<file path="src/pao_pkg.sv">
// Package with the constants of the pipelined converter output port.
package pao_pkg;
    localparam int          PAO_WIDTH       = 12;
    localparam int          PAO_LATENCY     = 7;
    localparam int          PAO_FIFO_DEPTH  = 8;
    localparam logic [11:0] PAO_CODE_ZERO   = 12'h800;
    localparam logic [11:0] PAO_CODE_POS_FS = 12'hFFF;
    localparam logic [11:0] PAO_CODE_NEG_FS = 12'h000;
    localparam logic [11:0] PAO_RESET_WORD  = 12'h800;
    typedef enum logic [0:0] {
        PAO_RUN,
        PAO_SHUTDOWN
    } pao_mode_t;
endpackage : pao_pkg

</file>
<file path="src/pao_stream_if.sv">
// Interface carrying words between the pipeline and its FIFO.
`timescale 1ns/1ps
interface pao_stream_if #(parameter int WIDTH = 12);
    logic             valid;
    logic             ready;
    logic [WIDTH-1:0] data;
    modport src (output valid, output data, input ready);
    modport snk (input valid, input data, output ready);
endinterface : pao_stream_if

</file>
<file path="src/pao_fifo.sv">
// Parameterised FIFO between the conversion pipeline and the output latch.
`timescale 1ns/1ps
module pao_fifo #(
    parameter int WIDTH = 12,
    parameter int DEPTH = 8
) (
    input  wire logic   ref_clk,
    input  wire logic   rst,
    pao_stream_if.snk   in_s,
    pao_stream_if.src   out_s
);
    localparam int AW = $clog2(DEPTH);
    initial begin
        if (DEPTH < 2 || (1 << AW) != DEPTH) begin
            $error("pao_fifo: DEPTH must be a power of two of at least 2");
        end
    end

    logic [WIDTH-1:0] mem [DEPTH];
    logic [AW:0]      wr_q;
    logic [AW:0]      rd_q;
    wire              full   = (wr_q[AW] != rd_q[AW]) && (wr_q[AW-1:0] == rd_q[AW-1:0]);
    wire              empty  = (wr_q == rd_q);
    wire              push   = in_s.valid && !full;
    wire              pop    = out_s.ready && !empty;

    assign in_s.ready  = !full;
    assign out_s.valid = !empty;
    assign out_s.data  = mem[rd_q[AW-1:0]];

    always_ff @(posedge ref_clk) begin
        if (push) begin
            mem[wr_q[AW-1:0]] <= in_s.data;
        end
    end

    always_ff @(posedge ref_clk) begin
        if (rst) begin
            wr_q <= '0;
            rd_q <= '0;
        end else begin
            wr_q <= wr_q + (AW+1)'(push);
            rd_q <= rd_q + (AW+1)'(pop);
        end
    end
endmodule : pao_fifo

</file>
<file path="src/pao_output_port.sv">
// Output port of a pipelined converter: latency pipeline, shutdown hold, three-state bus.
`timescale 1ns/1ps
module pao_output_port
    import pao_pkg::*;
#(
    parameter int WIDTH   = PAO_WIDTH,
    parameter int LATENCY = PAO_LATENCY,
    parameter int DEPTH   = PAO_FIFO_DEPTH
) (
    input  wire logic             ref_clk,
    input  wire logic             rst,
    input  wire logic [WIDTH-1:0] quantized_code,
    input  wire logic             output_enable_n,
    input  wire logic             shutdown_request,
    output logic      [WIDTH-1:0] sample_word_bus_o,
    output logic      [WIDTH-1:0] sample_word_bus_oe_n,
    output logic                  data_valid_q,
    output logic                  shutdown_active_q
);
    initial begin
        if (WIDTH != PAO_WIDTH || LATENCY < 3 || LATENCY > 14) begin
            $error("pao_output_port: WIDTH must be 12 and LATENCY from 3 to 14");
        end
    end

    ////////////////////////////////////////////////////////////////////////////
    // Conversion pipeline. The sampling register is stage zero and the FIFO and
    // output latch take the last two edges, so the shift register has LATENCY-1 stages.

    localparam int PIPE = LATENCY - 1;

    pao_mode_t        mode_q;
    logic [WIDTH-1:0] pipe_q [PIPE];
    logic [PIPE-1:0]  pv_q;
    logic [WIDTH-1:0] bus_q;
    logic             bus_oe_n_q;
    wire              run = (mode_q == PAO_RUN) && !shutdown_request;

    pao_stream_if #(.WIDTH(WIDTH)) fill_s ();
    pao_stream_if #(.WIDTH(WIDTH)) drain_s ();

    always_ff @(posedge ref_clk) begin
        if (rst) begin
            mode_q <= PAO_RUN;
        end else begin
            mode_q <= shutdown_request ? PAO_SHUTDOWN : PAO_RUN;
        end
    end

    // Input code is already offset binary; it is carried unaltered, bit 0 as LSB.
    always_ff @(posedge ref_clk) begin
        if (run) begin
            pipe_q[0] <= quantized_code;
        end
    end

    for (genvar i = 1; i < PIPE; i++) begin : g_pipe
        always_ff @(posedge ref_clk) begin
            if (run) begin
                pipe_q[i] <= pipe_q[i-1];
            end
        end
    end

    always_ff @(posedge ref_clk) begin
        if (rst) begin
            pv_q <= '0;
        end else if (run) begin
            pv_q <= {pv_q[PIPE-2:0], 1'b1};
        end
    end

    assign fill_s.valid = run && pv_q[PIPE-1];
    assign fill_s.data  = pipe_q[PIPE-1];

    pao_fifo #(
        .WIDTH (WIDTH),
        .DEPTH (DEPTH)
    ) u_fifo (
        .ref_clk (ref_clk),
        .rst     (rst),
        .in_s    (fill_s),
        .out_s   (drain_s)
    );

    ////////////////////////////////////////////////////////////////////////////
    // Output latch. In shutdown the latch stops draining, so the bus keeps the
    // last code and the FIFO holds steady instead of overflowing.

    assign drain_s.ready = run;

    always_ff @(posedge ref_clk) begin
        if (rst) begin
            bus_q        <= PAO_RESET_WORD;
            data_valid_q <= 1'b0;
        end else if (drain_s.ready && drain_s.valid) begin
            bus_q        <= drain_s.data;
            data_valid_q <= !output_enable_n;
        end else begin
            data_valid_q <= 1'b0;
        end
    end

    always_ff @(posedge ref_clk) begin
        if (rst) begin
            bus_oe_n_q        <= 1'b1;
            shutdown_active_q <= 1'b0;
        end else begin
            bus_oe_n_q        <= output_enable_n;
            shutdown_active_q <= shutdown_request;
        end
    end

    assign sample_word_bus_o    = bus_q;
    assign sample_word_bus_oe_n = {WIDTH{bus_oe_n_q}};

    ////////////////////////////////////////////////////////////////////////////

    // Counts unbroken running edges, so the latency check waits until a full
    // pipeline of fresh samples has passed since reset or shutdown.
    logic [3:0] steady_q;

    always_ff @(posedge ref_clk) begin
        if (rst || !run) begin
            steady_q <= 4'h0;
        end else if (steady_q != 4'hF) begin
            steady_q <= steady_q + 4'h1;
        end
    end
endmodule : pao_output_port

</file>
<file path="config.mk">
export PLATFORM = sky130hd
export DESIGN_NAME = pao_output_port
export DESIGN_NICKNAME = d
export VERILOG_FILES = /design/src/pao_pkg.sv /design/src/pao_stream_if.sv /design/src/pao_fifo.sv /design/src/pao_output_port.sv
export SDC_FILE = /design/constraint.sdc
export NUM_CORES = 1
export LEC_CHECK = 0
export ABC_AREA = 1
export BUFFER_PORTS_ARGS = -buffer_cell sky130_fd_sc_hd__buf_2
export CAP_MARGIN = 10
export CORE_ASPECT_RATIO = 1.75
export CORE_MARGIN = 2
export CORE_UTILIZATION = 45
export DETAILED_ROUTE_END_ITERATION = 10
export PLACE_DENSITY = 0.74
export SLEW_MARGIN = 20
export SYNTH_ARGS = -nofsm -noshare
export SYNTH_HDL_FRONTEND = slang
export SYNTH_SLANG_ARGS = --single-unit
</file>
<file path="constraint.sdc">
create_clock -name ref_clk -period 4.41 [get_ports ref_clk]
set_clock_uncertainty 0.1 [all_clocks]
set_input_delay 0.6615 -clock ref_clk [delete_from_list [all_inputs] [get_ports ref_clk]]
set_output_delay 0.6615 -clock ref_clk [all_outputs]
set_load 0.02 [all_outputs]
</file>
==> results.json <==
{
  "run_status": "completed",
  "yosys_warnings": 0,
  "cts_tree": "yes",
  "cts.sinks": 197,
  "syn_nets": 592,
  "cts_repair_resize_count": 0,
  "synth_area_per_cell_um2": 12.8,
  "grt_use_total": 0.147,
  "final_common_cell": "edfxtp_1",
  "setup_violations": 0,
  "critPathKind": "reg2reg",
  "cp_data_required_time_ns": 4.36,
  "slew_violations": 0,
  "grt_overflow_total": 0,
  "combPwrFrac": 0.033,
  "maxCapViolCount": 0,
  "timing.hold.ws_ns": 0.306,
  "ys_seq_area_frac": 0.769,
  "ant_nets": 0,
  "fin_setup_tns_ns": 0,
  "core_area_mm2": 0.0159,
  "rsz0062_at_grt": "no",
  "clockBufferDepth": 2,
  "netlist_area_mm2": 0.00732,
  "die_h_um": 173,
  "postSynthRegisterBits": 197,
  "tightest_slew_ns": 0.981,
  "area_growth_pct": 11.9,
  "min_from": "quantized_code[10]",
  "cts_made_buffers": 17,
  "grt_pass1_wl_um": 19400,
  "fp-row-count": 61,
  "nets": 627,
  "r2r_start": "u_fifo.rd_q[1]",
  "initial_core_util": 0.461,
  "hold_buffers": 0,
  "ir_drop_uv": 277,
  "io_pins": 42,
  "max_freq_mhz": 363,
  "die-area_mm2": 0.0173,
  "drc_errors": 0,
  "cp-startpoint": "u_fifo.rd_q[1]",
  "dp_cells": 777,
  "antenna_cells": 0,
  "wire_per_inst_um": 14.9,
  "final-instance-count-excl-fill": 809,
  "drt_first_pass_iters": 7,
  "vias_per_cell": 5.04,
  "p_sw_frac": 0.215,
  "seq_power_share": 0.565,
  "p_switching_mw": 0.801,
  "netlist_top_cells_area": "edfxtp_1 (69%), dfxtp_1 (7.9%), nand2_1 (7.9%)",
  "detailroute.via_count": 4080,
  "finalHoldViolCount": 0,
  "path_max_fanout": 25,
  "netlist_instances": 572,
  "most-common-layout-cells": "edfxtp_1 (168), nand2_1 (154), nand3_1 (77)",
  "numPortBuffers": 41,
  "synth_top_area_share": 0.689,
  "antenna_found_initial": 0,
  "layout-drive-gt1-share": 0.152,
  "cts-root-buf": "clkbuf_16",
  "drtIter0Drc": 240,
  "drt_wl_total_um": 12000,
  "p_leak_nw": 3.13,
  "path_clk_slew_ns": 0.07,
  "synth_area_leader_cell": "edfxtp_1",
  "clock_latency_ns": 0.42,
  "slew-limit-headroom": 0.344,
  "intPower_mw": 2.92,
  "globalplace.congestion": 0.739,
  "start_kind": "flip-flop",
  "critPathCaptureType": "flip-flop",
  "hpwl_um": 7610,
  "clockPowerShare": 0.401,
  "power_density_mw_per_mm2": 455,
  "netlist-cell-type-count": 24,
  "die_x_um": 100,
  "hold_path_class": "in2reg",
  "grt_pass1_vias": 3985,
  "postCtsSetupRepairBufs": 0,
  "power_mw": 3.73,
  "period_needed_ns": 2.76,
  "grt_start_max_net_pins": 81,
  "cp.arrival_ns": 2.70,
  "htree_levels": 4,
  "timing.final.crit_share": 0.625,
  "final_util": 0.516
}
[through the flow]
| stage | area [um2] | worst slack, ns |
|---|---|---|
| finish | 8190 | 1.65 |
| global route | 8190 | 1.40 |
| global placement | 7610 | 1.61 |
| detailed placement | 7610 | 1.48 |
| floorplan | 7320 | 0.974 |
| CTS | 8190 | 1.63 |
[cells in the mapped netlist]
library cell    n
a21oi_1         5
buf_1           1
buf_2           7
buf_4          16
buf_6           3
clkbuf_1        8
clkinv_1        1
dfxtp_1        29
edfxtp_1      168
ha_1            4
inv_1          31
inv_2           4
inv_4           1
nand2_1       154
nand2_2         1
nand2_4         1
nand3_1        77
nand3b_1        1
nor2_1         47
nor2_2          1
nor2_4          2
o21ai_0         7
or2_2           1
xnor2_1         2
[metal layers]
| metal | vias up | GRT usage | wire, um |
|---|---|---|---|
| li1 | 2002 | - | - |
| met1 | 1924 | 0.163 | 4610 |
| met2 | 134 | 0.260 | 6620 |
| met3 | 20 | 0.0307 | 497 |
| met4 | 0 | 0.0725 | 285 |
| met5 | - | 0 | 0 |
[power by group through the flow]
| stage | clock, mW | sequential, mW | combinational [mW] |
|---|---|---|---|
| CTS | 1.52 | 2.11 | 0.126 |
| floorplan | 0 | 2.14 | 0.0901 |
| finish | 1.49 | 2.11 | 0.125 |
| global route | 1.59 | 2.11 | 0.142 |
| global placement | 0 | 2.14 | 0.120 |
| detailed placement | 0 | 2.15 | 0.125 |
[final timing paths]
check	endpoint	slack [ns]	cells past startpoint
setup / recovery	u_fifo.mem[5][6]	1.65	8
hold / removal	pipe_q[0][10]	0.31	1
setup reg to reg	u_fifo.mem[5][6]	1.65	8
hold reg to reg	pipe_q[4][5]	0.32	0
[state kept, by name, indices dropped and copies added, names as in the netlist]
name / count
mode_q: 1
u_fifo.mem: 96
u_fifo.wr_q: 4
pv_q: 6
u_fifo.rd_q: 4
bus_oe_n_q: 1
sample_word_bus_o: 12
data_valid_q: 1
pipe_q: 72
[cell families (layout without fill, tap and decap cells)]
| family | count (synthesis) | in the layout | synth area share |
|---|---|---|---|
| AOI/OAI and AO/OA | 12 | 12 | 0.00821 |
| xor gates and xnor gates | 2 | 2 | 0.00239 |
| adders and majority gates | 4 | 4 | 0.00684 |
| buffers and inverters | 72 | 120 | 0.0498 |
| DFF | 197 | 197 | 0.769 |
| and+or+nand+nor | 285 | 285 | 0.164 |
[worst max-delay path, cell delays in order, from the launching register on]
cell and delay [ns]:
dfxtp_1 0.34, buf_4 0.24, inv_4 0.26, nand2_1 0.08
nand2_1 0.11, nor2_4 0.06, nand3b_1 0.08, nand3_1 0.25
nor2_1 0.83
[final cells by class]
type | instances | area [um2]
inverter | 37 | 141
timing repair buffer | 51 | 280
clock buffer | 18 | 439
multi-input combinational | 303 | 1330
fill | 1286 | 7690
tap | 189 | 236
clock inverter | 14 | 139
sequential | 197 | 5630
Power figures use the tool's default switching activity.
